$ cat config.mk
export PLATFORM = sky130hd
export DESIGN_NAME = dacr_regs
export DESIGN_NICKNAME = d
export VERILOG_FILES = /design/src/dacr_pkg.sv /design/src/dacr_regs.sv
export SDC_FILE = /design/constraint.sdc
export NUM_CORES = 1
export LEC_CHECK = 0
export BUFFER_PORTS_ARGS = -buffer_cell sky130_fd_sc_hd__clkbuf_2
export CAP_MARGIN = 5
export CORE_MARGIN = 1
export CORE_UTILIZATION = 26
export CTS_CLUSTER_DIAMETER = 30
export DETAILED_ROUTE_END_ITERATION = 8
export GPL_TIMING_DRIVEN = 0
export SLEW_MARGIN = 20
export SYNTH_ARGS = -nofsm -noshare
export SYNTH_HDL_FRONTEND = slang
export SYNTH_SLANG_ARGS = --single-unit
$ cat constraint.sdc
create_clock -name i_mclk -period 6.33 [get_ports i_mclk]
set_input_delay 0.633 -clock i_mclk [delete_from_list [all_inputs] [get_ports i_mclk]]
set_output_delay 0.633 -clock i_mclk [all_outputs]
set_load 0.03 [all_outputs]
$ cat src/dacr_pkg.sv
// Package with constants, field layouts and types of the dual converter register bank.
//
// Contract
// Every access begins with a command write.
// Command byte selects direction and target register.
// Read-only status byte, resets to zero; the bank reads i_status directly and never resets it.
// Status reports missing reference among other flags.
// Mode register byte, resets to zero.
// Main converter control byte, resets to 0x07.
// Aux converter control byte, resets to 0x01.
// Sixteen-bit I/O control word, resets to zero.
// Filter word byte, resets to 0x45.
// One filter word drives both converters.
// Host keeps filter word within 13 to 255.
// After access, interface returns to idle.
// Thirty-two clocks with data high reset all.
// Command byte shifted most significant bit first.
// Fixed zero bits read back as zero.
// Reset restores defaults; command keeps nothing readable.
package dacr_pkg;
   // Register addresses carried in the low nibble of the command byte.
   localparam logic [3:0] DACR_ADDR_CMD = 4'h0;
   localparam logic [3:0] DACR_ADDR_STATUS = 4'h0;
   localparam logic [3:0] DACR_ADDR_MODE = 4'h1;
   localparam logic [3:0] DACR_ADDR_MAIN = 4'h2;
   localparam logic [3:0] DACR_ADDR_AUX = 4'h3;
   localparam logic [3:0] DACR_ADDR_IO = 4'h4;
   localparam logic [3:0] DACR_ADDR_FILT = 4'h7;
   // Command byte fields.
   localparam int DACR_CMD_WEN_BIT = 7;
   localparam int DACR_CMD_RD_BIT = 6;
   // Reset values.
   localparam logic [7:0] DACR_RST_STATUS = 8'h00;
   localparam logic [7:0] DACR_RST_MODE = 8'h00;
   localparam logic [7:0] DACR_RST_MAIN = 8'h07;
   localparam logic [7:0] DACR_RST_AUX = 8'h01;
   localparam logic [15:0] DACR_RST_IO = 16'h0000;
   localparam logic [7:0] DACR_RST_FILT = 8'h45;
   // Writable bit masks; zero positions are forced to zero.
   localparam logic [7:0] DACR_MASK_MODE = 8'h5f;
   localparam logic [7:0] DACR_MASK_AUX = 8'hf9;
   localparam logic [15:0] DACR_MASK_IO = 16'hdfff;
   // Serial resync: data held high for this many serial clocks.
   localparam logic [5:0] DACR_RESYNC_CLKS = 6'd32;
   localparam logic [4:0] DACR_LAST_BIT_8 = 5'd7;
   localparam logic [4:0] DACR_LAST_BIT_16 = 5'd15;

   typedef enum logic [1:0] {
      DACR_IDLE,
      DACR_WRITE,
      DACR_READ
   } dacr_state_e;

   typedef struct packed {
      logic main_result_ready;
      logic aux_result_ready;
      logic cal_active;
      logic reference_missing;
      logic main_fault;
      logic aux_fault;
      logic pll_locked;
   } dacr_status_s;
endpackage

$ cat src/dacr_regs.sv
// Serial-accessed control and status register bank of a dual converter front end.
`timescale 1ns/10ps
`default_nettype none
module dacr_regs
   import dacr_pkg::*;
(
   // Clock and reset.
   input wire logic i_mclk,
   input wire logic i_rst,
   // Serial link from the host.
   input wire logic i_sclk,
   input wire logic i_cs_n,
   input wire logic i_din,
   output logic o_dout,
   // Converter state reported in the status byte.
   input wire dacr_status_s i_status,
   // Register contents delivered to the converter logic.
   output logic [7:0] o_operating_mode,
   output logic [7:0] o_main_converter_control,
   output logic [7:0] o_aux_converter_control,
   output logic [15:0] o_io_and_excitation_control,
   output logic [7:0] o_main_filter_word,
   output logic [7:0] o_aux_filter_word,
   output logic o_busy
);

   ////////////////////////////////////////////////////////////////////////////////
   // Pin synchronisers: three stages, a change counts when stages two and three agree.
   logic [2:0] sclk_sync_reg;
   logic [2:0] cs_sync_reg;
   logic [2:0] din_sync_reg;
   logic sclk_reg;
   logic cs_n_reg;
   logic din_reg;

   always_ff @(posedge i_mclk or posedge i_rst) begin
      if (i_rst) begin
         sclk_sync_reg <= 3'b111;
         cs_sync_reg <= 3'b111;
         din_sync_reg <= 3'b000;
         sclk_reg <= 1'b1;
         cs_n_reg <= 1'b1;
         din_reg <= 1'b0;
      end else begin
         sclk_sync_reg <= {sclk_sync_reg[1:0], i_sclk};
         cs_sync_reg <= {cs_sync_reg[1:0], i_cs_n};
         din_sync_reg <= {din_sync_reg[1:0], i_din};
         if (sclk_sync_reg[1] == sclk_sync_reg[2]) begin
            sclk_reg <= sclk_sync_reg[2];
         end
         if (cs_sync_reg[1] == cs_sync_reg[2]) begin
            cs_n_reg <= cs_sync_reg[2];
         end
         if (din_sync_reg[1] == din_sync_reg[2]) begin
            din_reg <= din_sync_reg[2];
         end
      end
   end

   logic sclk_seen_reg;
   logic sclk_rise;
   logic sclk_fall;
   logic active;

   always_ff @(posedge i_mclk or posedge i_rst) begin
      if (i_rst) begin
         sclk_seen_reg <= 1'b1;
      end else begin
         sclk_seen_reg <= sclk_reg;
      end
   end

   assign sclk_rise = sclk_reg & ~sclk_seen_reg;
   assign sclk_fall = ~sclk_reg & sclk_seen_reg;
   assign active = ~cs_n_reg;

   ////////////////////////////////////////////////////////////////////////////////
   // Resync detector: a long run of high data bits resets the whole bank.
   logic [5:0] ones_reg;
   logic resync;

   always_ff @(posedge i_mclk or posedge i_rst) begin
      if (i_rst) begin
         ones_reg <= '0;
      end else if (resync) begin
         ones_reg <= '0;
      end else if (active && sclk_rise) begin
         ones_reg <= din_reg ? ones_reg + 6'd1 : 6'd0;
      end
   end

   assign resync = (ones_reg == DACR_RESYNC_CLKS);

   ////////////////////////////////////////////////////////////////////////////////
   // Transaction state and shift logic.
   dacr_state_e state_reg;
   logic [4:0] bit_reg;
   logic [7:0] cmd_shift_reg;
   logic [15:0] data_shift_reg;
   logic [3:0] target_reg;
   logic [4:0] last_bit_reg;
   logic [15:0] read_word;
   logic [4:0] target_last;
   logic [7:0] cmd_next;
   logic [15:0] data_next;
   logic write_done;

   always_comb begin
      case (cmd_next[3:0])
         DACR_ADDR_IO: target_last = DACR_LAST_BIT_16;
         default: target_last = DACR_LAST_BIT_8;
      endcase
   end

   assign cmd_next = {cmd_shift_reg[6:0], din_reg};
   assign data_next = {data_shift_reg[14:0], din_reg};

   always_comb begin
      read_word = 16'h0000;
      case (cmd_next[3:0])
         DACR_ADDR_STATUS: read_word = {8'h00, i_status.main_result_ready,
            i_status.aux_result_ready, i_status.cal_active,
            i_status.reference_missing, i_status.main_fault, i_status.aux_fault,
            1'b0, i_status.pll_locked};
         DACR_ADDR_MODE: read_word = {o_operating_mode, 8'h00};
         DACR_ADDR_MAIN: read_word = {o_main_converter_control, 8'h00};
         DACR_ADDR_AUX: read_word = {o_aux_converter_control, 8'h00};
         DACR_ADDR_IO: read_word = o_io_and_excitation_control;
         DACR_ADDR_FILT: read_word = {o_main_filter_word, 8'h00};
         default: read_word = 16'h0000;
      endcase
      if (cmd_next[3:0] == DACR_ADDR_STATUS) begin
         read_word = {read_word[7:0], 8'h00};
      end
   end

   // A byte with the enable bit high is not a command, so it is dropped silently.
   always_ff @(posedge i_mclk or posedge i_rst) begin
      if (i_rst) begin
         state_reg <= DACR_IDLE;
         bit_reg <= '0;
         cmd_shift_reg <= '0;
         data_shift_reg <= '0;
         target_reg <= '0;
         last_bit_reg <= '0;
      end else if (resync || cs_n_reg) begin
         state_reg <= DACR_IDLE;
         bit_reg <= '0;
      end else if (sclk_rise) begin
         case (state_reg)
            DACR_IDLE: begin
               cmd_shift_reg <= cmd_next;
               if (bit_reg == DACR_LAST_BIT_8) begin
                  bit_reg <= '0;
                  if (!cmd_next[DACR_CMD_WEN_BIT]) begin
                     target_reg <= cmd_next[3:0];
                     last_bit_reg <= target_last;
                     if (cmd_next[DACR_CMD_RD_BIT]) begin
                        state_reg <= DACR_READ;
                        data_shift_reg <= read_word;
                     end else begin
                        state_reg <= DACR_WRITE;
                     end
                  end
               end else begin
                  bit_reg <= bit_reg + 5'd1;
               end
            end
            DACR_WRITE: begin
               data_shift_reg <= data_next;
               if (bit_reg == last_bit_reg) begin
                  bit_reg <= '0;
                  state_reg <= DACR_IDLE;
               end else begin
                  bit_reg <= bit_reg + 5'd1;
               end
            end
            DACR_READ: begin
               data_shift_reg <= {data_shift_reg[14:0], 1'b0};
               if (bit_reg == last_bit_reg) begin
                  bit_reg <= '0;
                  state_reg <= DACR_IDLE;
               end else begin
                  bit_reg <= bit_reg + 5'd1;
               end
            end
            default: state_reg <= DACR_IDLE;
         endcase
      end
   end

   assign write_done = active && sclk_rise && (state_reg == DACR_WRITE) &&
      (bit_reg == last_bit_reg) && !resync;

   ////////////////////////////////////////////////////////////////////////////////
   // Data out changes on the falling serial edge, high while idle.
   always_ff @(posedge i_mclk or posedge i_rst) begin
      if (i_rst) begin
         o_dout <= 1'b1;
      end else if (state_reg != DACR_READ || cs_n_reg) begin
         o_dout <= 1'b1;
      end else if (sclk_fall || sclk_rise) begin
         o_dout <= data_shift_reg[15];
      end
   end

   always_ff @(posedge i_mclk or posedge i_rst) begin
      if (i_rst) begin
         o_busy <= 1'b0;
      end else begin
         o_busy <= (state_reg != DACR_IDLE);
      end
   end

   ////////////////////////////////////////////////////////////////////////////////
   // Register storage; only a completed write or a resync updates a register.
   logic [7:0] filter_reg;

   always_ff @(posedge i_mclk or posedge i_rst) begin
      if (i_rst) begin
         o_operating_mode <= DACR_RST_MODE;
         o_main_converter_control <= DACR_RST_MAIN;
         o_aux_converter_control <= DACR_RST_AUX;
         o_io_and_excitation_control <= DACR_RST_IO;
         filter_reg <= DACR_RST_FILT;
      end else if (resync) begin
         o_operating_mode <= DACR_RST_MODE;
         o_main_converter_control <= DACR_RST_MAIN;
         o_aux_converter_control <= DACR_RST_AUX;
         o_io_and_excitation_control <= DACR_RST_IO;
         filter_reg <= DACR_RST_FILT;
      end else if (write_done) begin
         case (target_reg)
            DACR_ADDR_MODE: o_operating_mode <= data_next[7:0] & DACR_MASK_MODE;
            DACR_ADDR_MAIN: o_main_converter_control <= data_next[7:0];
            DACR_ADDR_AUX: o_aux_converter_control <= data_next[7:0] & DACR_MASK_AUX;
            DACR_ADDR_IO: o_io_and_excitation_control <= data_next & DACR_MASK_IO;
            DACR_ADDR_FILT: filter_reg <= data_next[7:0];
            default: filter_reg <= filter_reg;
         endcase
      end
   end

   // The host keeps the word in range; values below the limit are stored as written.
   assign o_main_filter_word = filter_reg;
   assign o_aux_filter_word = filter_reg;

endmodule
`default_nettype wire

==> results of run 1 <==
[metrics by stage]
step	hold slack [ns]	total power, mW
finish	0.269	1.56
global route	0.300	1.62
CTS	0.272	1.57
detailed placement	0.339	0.986
global placement	0.337	0.982
floorplan	0.331	0.905
[critical path: cells and delay by family (launching register included)]
| family | cells | cell delay, ns |
|---|---|---|
| AOI/OAI and AO/OA | 1 | 0.23 |
| DFF | 1 | 0.56 |
| adders and majority gates | 1 | 0.33 |
| and+or+nand+nor | 3 | 1.23 |
[path summary, 6_finish.rpt]
check / cells past startpoint / from / endpoint
setup reg to reg: 5 / sclk_reg$_DFFE_PP1N_ / o_aux_filter_word[4]$_DFFE_PP0P_
min in group i_mclk: 1 / i_sclk / sclk_sync_reg[0]$_DFF_PP1_
setup / recovery: 5 / sclk_reg$_DFFE_PP1N_ / o_aux_filter_word[4]$_DFFE_PP0P_
hold reg to reg: 0 / din_sync_reg[0]$_DFF_PP0_ / din_sync_reg[1]$_DFF_PP0_
hold / removal: 2 / i_rst / o_busy$_DFF_PP0_
max in group asynchronous: 3 / i_rst / sclk_sync_reg[0]$_DFF_PP1_
[area by class of cell]
class,instances,area [um^2]
fill,2082,13400
sequential,100,2520
multi-input combinational,361,2420
timing repair buffer,65,348
tap,265,332
buffer,52,299
clock buffer,10,229
clock inverter,6,71.3
inverter,17,68.8
[cells in the mapped netlist (6+ instances only)]
| cell type | n | share of area |
|---|---|---|
| nand2_1 | 38 | 0.027 |
| mux2i_1 | 11 | 0.021 |
| ha_1 | 7 | 0.017 |
| a221oi_1 | 6 | 0.0099 |
| or3b_2 | 6 | 0.0099 |
| dfstp_2 | 17 | 0.084 |
| inv_1 | 17 | 0.012 |
| buf_2 | 12 | 0.011 |
| o21ai_0 | 53 | 0.050 |
| nand3_1 | 23 | 0.022 |
| nand4_1 | 26 | 0.031 |
| dfrtp_1 | 83 | 0.39 |
| mux2_2 | 20 | 0.043 |
| buf_4 | 17 | 0.024 |
| nand3b_1 | 7 | 0.0099 |
| a21oi_1 | 49 | 0.046 |
| nor2_1 | 11 | 0.0078 |
| o211ai_1 | 9 | 0.013 |
| clkbuf_1 | 20 | 0.014 |
| a22oi_1 | 8 | 0.011 |
[power groups by stage]
stage	Clock, mW	Combinational (mW)	Sequential, mW
3_3_place_gp	0	0.269	0.713
6_report	0.579	0.278	0.701
3_5_place_dp	0	0.274	0.713
2_1_floorplan	0	0.199	0.706
4_1_cts	0.593	0.275	0.701
5_1_grt	0.610	0.304	0.707
[kinds of logic after synthesis]
logic type,share of synthesized area
mux,0.0775
simple gates,0.161
fa+ha+maj,0.0222
buf+inv,0.0685
xor+xnor,0.00331
other cells,0.000708
compound gates,0.190
flops,0.477
[routing by layer]
metal | vias to the layer above | GRT usage | wire [um] | share of wire
met3 | 34 | 0.0299 | 891 | 0.054
met5 | - | 0 | 0 | 0
met1 | 2234 | 0.216 | 7390 | 0.45
met2 | 173 | 0.263 | 7580 | 0.46
li1 | 2103 | - | - | -
met4 | 0 | 0.0759 | 500 | 0.031
==> impl_results.md, run 1 <==
- Util after Layout: 0.319
- Slowest stage delay, CP: 0.75 ns
- Finished Cell Area: 6290 um^2
- H-Tree Level Count: 3
- # hold bufs at CTS: 0
- CP max-delay cell: nor3_1
- Crit path max fanout: 6
- WS Path Type: reg -> reg
- Main synth FF type: dfrtp_1
- Power per Cell Area: 247 nW/um^2
- Worst IR Drop VDD: 126 uV
- Die Y: 145 um
- DR DRC count: 0
- Final Skew: 0.0131 ns
- Share of cells above drive strength 1: 0.285
- Finish-stage setup viols: 0
- Iter 0 DRT Violations: 356
- Final WL: 16400 um
- Placed Cells incl. Taps: 860
- Post-CTS Setup Inserts: 0
- Area after DPL: 5990 um^2
- FMAX: 411 MHz
- RD Place Congestion: 0.856
- CTS root buffer: clkbuf_16
- Lkg Pwr: 2.67 nW
- Seq/Total Area, Yosys: 0.477
- Final period utilization: 0.384
- Async set-reset flop share out of synthesis: 1.00
- Total CTS buffers: 9
- Via count: 4544
- Flop2flop setup slack: 3.90 ns
- Resized cells post-CTS: 0
- Fin. Hold Viols: 0
- Detailed-route wire length per cell: 18.7 um
- Data arrival, critical path: 2.71 ns
- Syn-to-layout area delta: 18.9%
- CTS Sinks: 100
- Overflow after GRT: 0
- Tmin final: 2.43 ns
- Starting density of the core: 0.269
- FP Rows: 51
- PnR worst setup slack: 3.90 ns
- Synth cell types: 71
- PortBufs: 64
- Vias in the first global route: 4441
- Worst-skew pair later-pin latency: 0.37 ns
- Die width: 145 um
- GR Util All Layers: 0.165
- P_sw: 0.474 mW
- Hpwl dp: 11900 um
- Internal Pwr Total: 1.08 mW
- Max-slew violation count: 0
- CP Launch Type: flop
- Final #Nets: 625
- CP required: 6.60 ns
- Post-Syn Instances: 526
- Yosys reg bits: 100
- Critical Path Sink Type: flop
- Worst hold path type: in -> async
- Clock share of power: 0.372
- Most frequent cells in the layout: 83 x dfrtp_1, 65 x clkbuf_2, 53 x o21ai_0, 49 x a21oi_1, 38 x nand2_1
- Part of the power in registers: 0.450
- Mapped Avg Cell Area: 10.1 um^2
- Vias per cell: 5.19
- Pre-CTS setup slack: 3.96 ns
- Diodes inserted: 0
- Slew @ Worst Pin: 0.882 ns
- Commonest non-fill, non-tap cell in the layout: dfrtp_1
- Sw frac: 0.304
- Post-route ant nets: 0
- I/O pins: 70
- Initial antenna violation count: 0
- Max reg flops: 16
- Cells along the critical path: ha_1 > nand2b_1 > nor3_1 > nand2_1 > o21ai_0
- MaxCap Viol Count: 0
- Yosys warnings: 0
- Cell Area, Synth: 5300 um^2
- Largest net degree at the start of global routing: 61
- CTS tree: built
- Core region area: 19700 um^2
- Final cell count without fillers: 876
- Unrepaired setup endpoints after global routing: false
- Final TNS setup: 0 ns
- Die ar.: 20900 um^2
- Global-route wire length before repair: 25600 um
- Run status: finished clean
- CTS clk-pin slew, worst paths: 0.07 ns
- Router iterations before antenna repair: 5
- Rel. slew slack: 0.408
- Number of flops mapped to enable cells by yosys: 0
- Max Buffers Root-to-Sink: 2
- Logic gate share of total power: 0.178
Power figures use the tool's default switching activity.
==> run 2: changes to the inputs <==
--- a/config.mk
+++ b/config.mk
@@ -5,6 +5,7 @@
 export SDC_FILE = /design/constraint.sdc
 export NUM_CORES = 1
 export LEC_CHECK = 0
+export ABC_AREA = 1
 export BUFFER_PORTS_ARGS = -buffer_cell sky130_fd_sc_hd__clkbuf_2
 export CAP_MARGIN = 5
 export CORE_MARGIN = 1
==> constraint.sdc (replaced) <==
create_clock -name i_mclk -period 2.3 [get_ports i_mclk]
set_input_delay 0.23 -clock i_mclk [delete_from_list [all_inputs] [get_ports i_mclk]]
set_output_delay 0.23 -clock i_mclk [all_outputs]
set_load 0.03 [all_outputs]
==> run 2 against run 1 <==
Compared with the run above: setup slack worse by 3.6 ns; clock skew down 0.0035 ns; register-to-register slack worse by 3.6 ns; cell count up 5.8%; critical endpoint is now data_shift_reg[15]$_DFFE_PP0P_; core utilization up 0.18 points; critical path type unchanged.
==> impl_results.md, run 2 <==
- Run status: finished clean
- Crit path max fanout: 10
- Final WL: 13800 um
- Die ar.: 19700 um^2
- Post-synthesis mux area share: 0
- PortBufs: 64
- Worst R2R Start: state_reg[0]$_DFFE_PP0P_
- Data arrival, critical path: 2.19 ns
- Yosys warnings: 0
- Async set-reset flop share out of synthesis: 1.00
- MaxCap Viol Count: 0
- Power per Cell Area: 678 nW/um^2
- Core region area: 18700 um^2
- Share of cells above drive strength 1: 0.241
- Rel. slew slack: 0.468
- Unrepaired setup endpoints after global routing: false
- Cell Area, Synth: 4970 um^2
- Die width: 140 um
- Worst-skew pair later-pin latency: 0.35 ns
- Max reg flops: 16
- Total CTS buffers: 9
- GR Util All Layers: 0.147
- Tot Pwr: 4.07 mW
- Synth Area in XOR/XNOR: 0.00176
- Synth Area in Compound Gates: 0.0952
- Worst Hold End: data_shift_reg[15]$_DFFE_PP0P_
- CP Launch Type: flop
- RD Place Congestion: 0.899
- Detailed-route wire length per cell: 14.9 um
- Fin. Hold Viols: 0
- Synth top area share: 0.418
- Router iterations before antenna repair: 5
- Worst Setup SP: state_reg[0]$_DFFE_PP0P_
- GRT met1 Usage: 0.197
- Die Y: 140 um
- FMAX: 511 MHz
- FF+latch area: 2520 um^2
- Initial antenna violation count: 0
- Final period utilization: 0.851
- Grt met2 use: 0.223
- Lkg Pwr: 2.93 nW
- Min-delay src: i_status[6]
- Max-slew violation count: 0
- Top cells by area, synth: dfrtp_1 42%, nand3_1 9.3%, dfstp_2 9.0%
- Worst IR Drop VDD: 372 uV
- Final Skew: 0.00956 ns
- Synth cell count leaders: 115 x nand2_1, 92 x nand3_1, 83 x dfrtp_1
- WS Path Type: reg -> reg
- Diodes inserted: 0
- DR DRC count: 0
- Max Buffers Root-to-Sink: 2
- Starting density of the core: 0.266
- Largest family of logic cells by synthesized area: simple AND/OR/NAND/NOR gates
- Post-route ant nets: 0
- FP Rows: 50
- Post-Syn Instances: 602
- CP required: 2.54 ns
- Vias in the first global route: 3996
- H-Tree Level Count: 3
- Area of the multi-input gates: 1990 um^2
- Tmin final: 1.96 ns
- Global-route wire length before repair: 22000 um
- Worst reg-to-reg path cell count: 7
- Synth Area in Simple Gates: 0.277
- Final TNS setup: 0 ns
- Syn-to-layout area delta: 20.8%
- Finish-stage setup viols: 0
- Via count: 4336
- Resized cells post-CTS: 0
- Commonest non-fill, non-tap cell in the layout: nand2_1
- Filler cell count: 1971
- Met3 Usage GRT: 0.0414
- Mapped Avg Cell Area: 8.26 um^2
- CTS Sinks: 100
- Largest net degree at the start of global routing: 34
- Vias per cell: 4.68
- Number of flops mapped to enable cells by yosys: 0
- Iter 0 DRT Violations: 321
- R2r endpoint: data_shift_reg[15]$_DFFE_PP0P_
- Main synth FF type: dfrtp_1
- CTS root buffer: clkbuf_16
- Synth cell types: 34
- Worst hold path type: in -> reg
- Post-CTS Setup Inserts: 0
- Count leader, synth: nand2_1
- CTS clk-pin slew, worst paths: 0.07 ns
- Synth Area in Adders: 0.0237
- I/O pins: 70
- GRT Max-Usage Layer: met2
- Hpwl dp: 10700 um
- Overflow after GRT: 0
- Slew @ Worst Pin: 0.792 ns
- Critical Path Sink Type: flop
- Most frequent cells in the layout: 115 x nand2_1, 92 x nand3_1, 83 x dfrtp_1, 64 x clkbuf_2, 52 x inv_1
- Cell taking the most area after synthesis: dfrtp_1
- Yosys reg bits: 100
- Seq/Total Area, Yosys: 0.508
- Final #Nets: 707
- CTS tree: built
- Cell depth of the worst min-delay path: 5
- Flop2flop setup slack: 0.34 ns
-- run 2: cell count changes in the layout (fill, tap and decap cells not counted), moves of 9 or more --
cell      previous run  this run
nand2_1             38       115
nand3_1             23        92
nor2_1              11        49
inv_1               16        52
a21oi_1             49        15
o21ai_1              0        23
mux2_2              20         0
clkbuf_1            21         4
o21ai_0             53        39
mux2i_1             11         0
nand4_1             26        17
o211ai_1             9         0
-- run 2: cell families (layout without fill, tap and decap cells) --
| family | count (synthesis) | after routing |
|---|---|---|
| buffers and inverters | 101 | 188 |
| AO/OA/AOI/OAI | 88 | 88 |
| AND/OR/NAND/NOR | 301 | 301 |
| adder cells (fa/ha/maj) | 10 | 10 |
| flip-flops | 100 | 100 |
| other | 1 | 5 |
| XOR/XNOR | 1 | 1 |
-- run 2: critical path, stage by stage, from the launching register on --
cell	delay (ns)
dfrtp_1	0.37
inv_1	0.07
ha_1	0.37
o21ai_1	0.33
clkbuf_1	0.41
nor2_1	0.07
nor2_1	0.15
a21oi_2	0.07
-- run 2: power by group --
part / internal [mW] / switching [mW]
Sequential: 1.85 / 0.0780
Clock: 0.900 / 0.657
Combinational: 0.162 / 0.420
-- run 2: final cells by class --
cell class | count | share of cell area
Clock buffer | 12 | 0.0427
Multi-Input combinational cell | 405 | 0.332
Buffer | 38 | 0.0381
Tap cell | 234 | 0.0488
Timing Repair Buffer | 71 | 0.0700
Inverter | 63 | 0.0404
Clock inverter | 4 | 0.00792
Sequential cell | 100 | 0.420
-- run 2: metrics by stage --
stage | hold WS [ns] | instances | worst slack, ns | cell area, um^2 | utilization
final | 0.298 | 927 | 0.343 | 6010 | 0.321
after global routing | 0.322 | 927 | 0.142 | 6010 | 0.321
after CTS | 0.289 | 927 | 0.301 | 6010 | 0.321
after detailed placement | 0.265 | 907 | 0.320 | 5660 | 0.303
after global placement | 0.320 | 904 | 0.129 | 5600 | 0.299
after floorplan | 0.234 | 606 | 0.673 | 4990 | -
-- run 2: worst max path at each step --
stage                                            end  cells after the start  slack, ns
floorplan           o_aux_filter_word[1]$_DFFE_PP0P_                      9       0.67
global placement                    o_busy$_DFF_PP0_                      2       0.13
detailed placement    data_shift_reg[15]$_DFFE_PP0P_                      7       0.32
CTS                   data_shift_reg[15]$_DFFE_PP0P_                      7       0.30
global route          data_shift_reg[13]$_DFFE_PP0P_                      7       0.14
finish                data_shift_reg[15]$_DFFE_PP0P_                      7       0.34
-- run 2: layer usage --
| metal | part of all wire | wire length (um) | vias up |
|---|---|---|---|
| met3 | 0.073 | 1010 | 17 |
| li1 | - | - | 2148 |
| met5 | 0 | 0 | - |
| met4 | 0.020 | 274 | 0 |
| met2 | 0.45 | 6190 | 141 |
| met1 | 0.46 | 6320 | 2030 |
-- run 2: what timing repair did --
item,4_1_cts,5_1_grt
hold buffers,4,0
setup endpoints to repair,0,0
endpoints found under the hold margin,19,0
==> run 3: changes to the inputs <==
--- a/config.mk
+++ b/config.mk
@@ -8,11 +8,13 @@
 export ABC_AREA = 1
 export BUFFER_PORTS_ARGS = -buffer_cell sky130_fd_sc_hd__clkbuf_2
 export CAP_MARGIN = 5
+export CORE_ASPECT_RATIO = 1.5
 export CORE_MARGIN = 1
 export CORE_UTILIZATION = 26
 export CTS_CLUSTER_DIAMETER = 30
 export DETAILED_ROUTE_END_ITERATION = 8
 export GPL_TIMING_DRIVEN = 0
+export REMOVE_ABC_BUFFERS = 1
 export SLEW_MARGIN = 20
 export SYNTH_ARGS = -nofsm -noshare
 export SYNTH_HDL_FRONTEND = slang
==> run 3 against run 2 <==
Compared with the run above: sequential power about the same; die area about the same; first-iteration DRC count down 20%; cell count shrank 2.2%; global-route usage grew 0.52 points; design area down 2.7%; critical path type unchanged; critical endpoint is now o_aux_filter_word[2]$_DFFE_PP1P_; highest routed layer unchanged.
==> impl_results.md, run 3 (synthesis results as in run 2) <==
- Worst hold path type: in -> reg
- MaxCap Viol Count: 0
- Data arrival, critical path: 2.44 ns
- CTS tree: built
- FMAX: 464 MHz
- PortBufs: 64
- Commonest non-fill, non-tap cell in the layout: nand2_1
- DR DRC count: 0
- CTS root buffer: clkbuf_16
- Max-slew violation count: 0
- Max reg flops: 16
- Syn-to-layout area delta: 17.6%
- Vias in the first global route: 4040
- Hpwl dp: 9690 um
- Tmin final: 2.16 ns
- Detailed-route wire length per cell: 15.7 um
- Starting density of the core: 0.267
- Max Buffers Root-to-Sink: 2
- Initial antenna violation count: 0
- RD Place Congestion: 0.789
- CP Launch Type: flop
- Fin. Hold Viols: 0
- Final #Nets: 669
- CTS clk-pin slew, worst paths: 0.07 ns
- Core region area: 18600 um^2
- Post-route ant nets: 0
- Worst IR Drop VDD: 317 uV
- FP Rows: 61
- Critical Path Sink Type: flop
- Largest net degree at the start of global routing: 59
- GR Util All Layers: 0.152
- Most frequent cells in the layout: 114 x nand2_1, 92 x nand3_1, 83 x dfrtp_1, 64 x clkbuf_2, 52 x inv_1
- Rel. slew slack: 0.389
- Iter 0 DRT Violations: 256
- Filler cell count: 2046
- WS Path Type: reg -> reg
- Overflow after GRT: 0
- CTS Sinks: 100
- Vias per cell: 4.74
- Power per Cell Area: 719 nW/um^2
- Total CTS buffers: 9
- Worst-skew pair later-pin latency: 0.35 ns
- Via count: 4297
- Final Skew: 0.0111 ns
- Router iterations before antenna repair: 5
- CP required: 2.58 ns
- Util after Layout: 0.314
- I/O pins: 70
- Slew @ Worst Pin: 0.916 ns
- Finish-stage setup viols: 0
- Die width: 115 um
- H-Tree Level Count: 3
- Diodes inserted: 0
- Crit path max fanout: 14
- Post-CTS Setup Inserts: 0
- Global-route wire length before repair: 22400 um
- Die ar.: 19700 um^2
- Flop2flop setup slack: 0.14 ns
- Final period utilization: 0.938
- Final WL: 14200 um
- Placed Cells incl. Taps: 885
- Lkg Pwr: 2.79 nW
- Run status: finished clean
- Die Y: 171 um
- Tot Pwr: 4.20 mW
- Share of cells above drive strength 1: 0.209
- Final cell count without fillers: 907
- Unrepaired setup endpoints after global routing: true
## run 3: cell count changes in the layout (fill, tap and decap cells not counted), moves of 2 or more
cell	delta
clkinv_2	-2
buf_4	-13
nand3_4	+3
buf_6	-2
buf_1	-2
buf_12	-3
nor2_1	-3
clkinvlp_4	-2
buf_2	-18
nor2_2	+3
## run 3: critical path: stages (launching register included)
cell	delay [ns]
dfstp_2	0.55
ha_1	0.14
inv_1	0.07
nor2_2	0.20
inv_2	0.11
nor2_4	0.16
nand3_1	0.43
nand2_1	0.27
nand2_1	0.08
nand2_1	0.07
## run 3: cell type report
class                      instances  area (um^2)  area share
sequential                       100         2520       0.432
multi-input combinational        407         2050       0.351
timing repair buffer              69          388      0.0664
tap                              252          315      0.0539
clock buffer                      14          264      0.0452
inverter                          63          244      0.0417
clock inverter                     2         60.1      0.0103
## run 3: metal layers
layer	wire (um)	GRT usage	vias up
li1	-	-	2066
met4	473	0.0695	0
met1	5960	0.184	2078
met3	604	0.0243	25
met5	0	0	-
met2	7190	0.262	128
## run 3: per-stage QoR
stage / setup slack [ns] / TNS (ns) / instance area (um^2) / hold WS [ns]
after floorplan: -0.521 / -43.21 / 4760 / 0.234
after detailed placement: -0.145 / -0.700 / 5430 / 0.260
final: 0.143 / 0 / 5840 / 0.230
after CTS: 0.0132 / 0 / 5820 / 0.219
after global placement: -1.76 / -191.24 / 5390 / 0.319
after global routing: -0.0535 / -0.212 / 5840 / 0.254
## run 3: what timing repair did
| item | in CTS | in global routing |
|---|---|---|
| gates resized for setup | 0 | 5 |
| hold endpoints to repair | 42 | 0 |
| hold buffers | 4 | 0 |
| cloned | 2 | 0 |
| endpoints found under the setup margin | 19 | 32 |
| pin swaps | 1 | 0 |
## run 3: report_power, final
group	leakage [nW]	total [mW]	internal (mW)	switching, mW
sequential	1.28	1.94	1.85	0.0818
combinational	1.35	0.599	0.138	0.461
clock	0.157	1.67	1.02	0.651
total	2.79	4.20	3.01	1.19
## run 3: worst paths after layout
check / start / end / cells after the start
max: sclk_reg$_DFFE_PP1N_ / o_aux_filter_word[2]$_DFFE_PP1P_ / 9
min: i_status[6] / data_shift_reg[15]$_DFFE_PP0P_ / 5
max reg2reg: sclk_reg$_DFFE_PP1N_ / o_aux_filter_word[2]$_DFFE_PP1P_ / 9
min reg2reg: din_sync_reg[0]$_DFF_PP0_ / din_sync_reg[1]$_DFF_PP0_ / 0
max in group asynchronous: i_rst / o_dout$_DFFE_PP1P_ / 4
min in group asynchronous: i_rst / ones_reg[1]$_DFFE_PP0P_ / 3
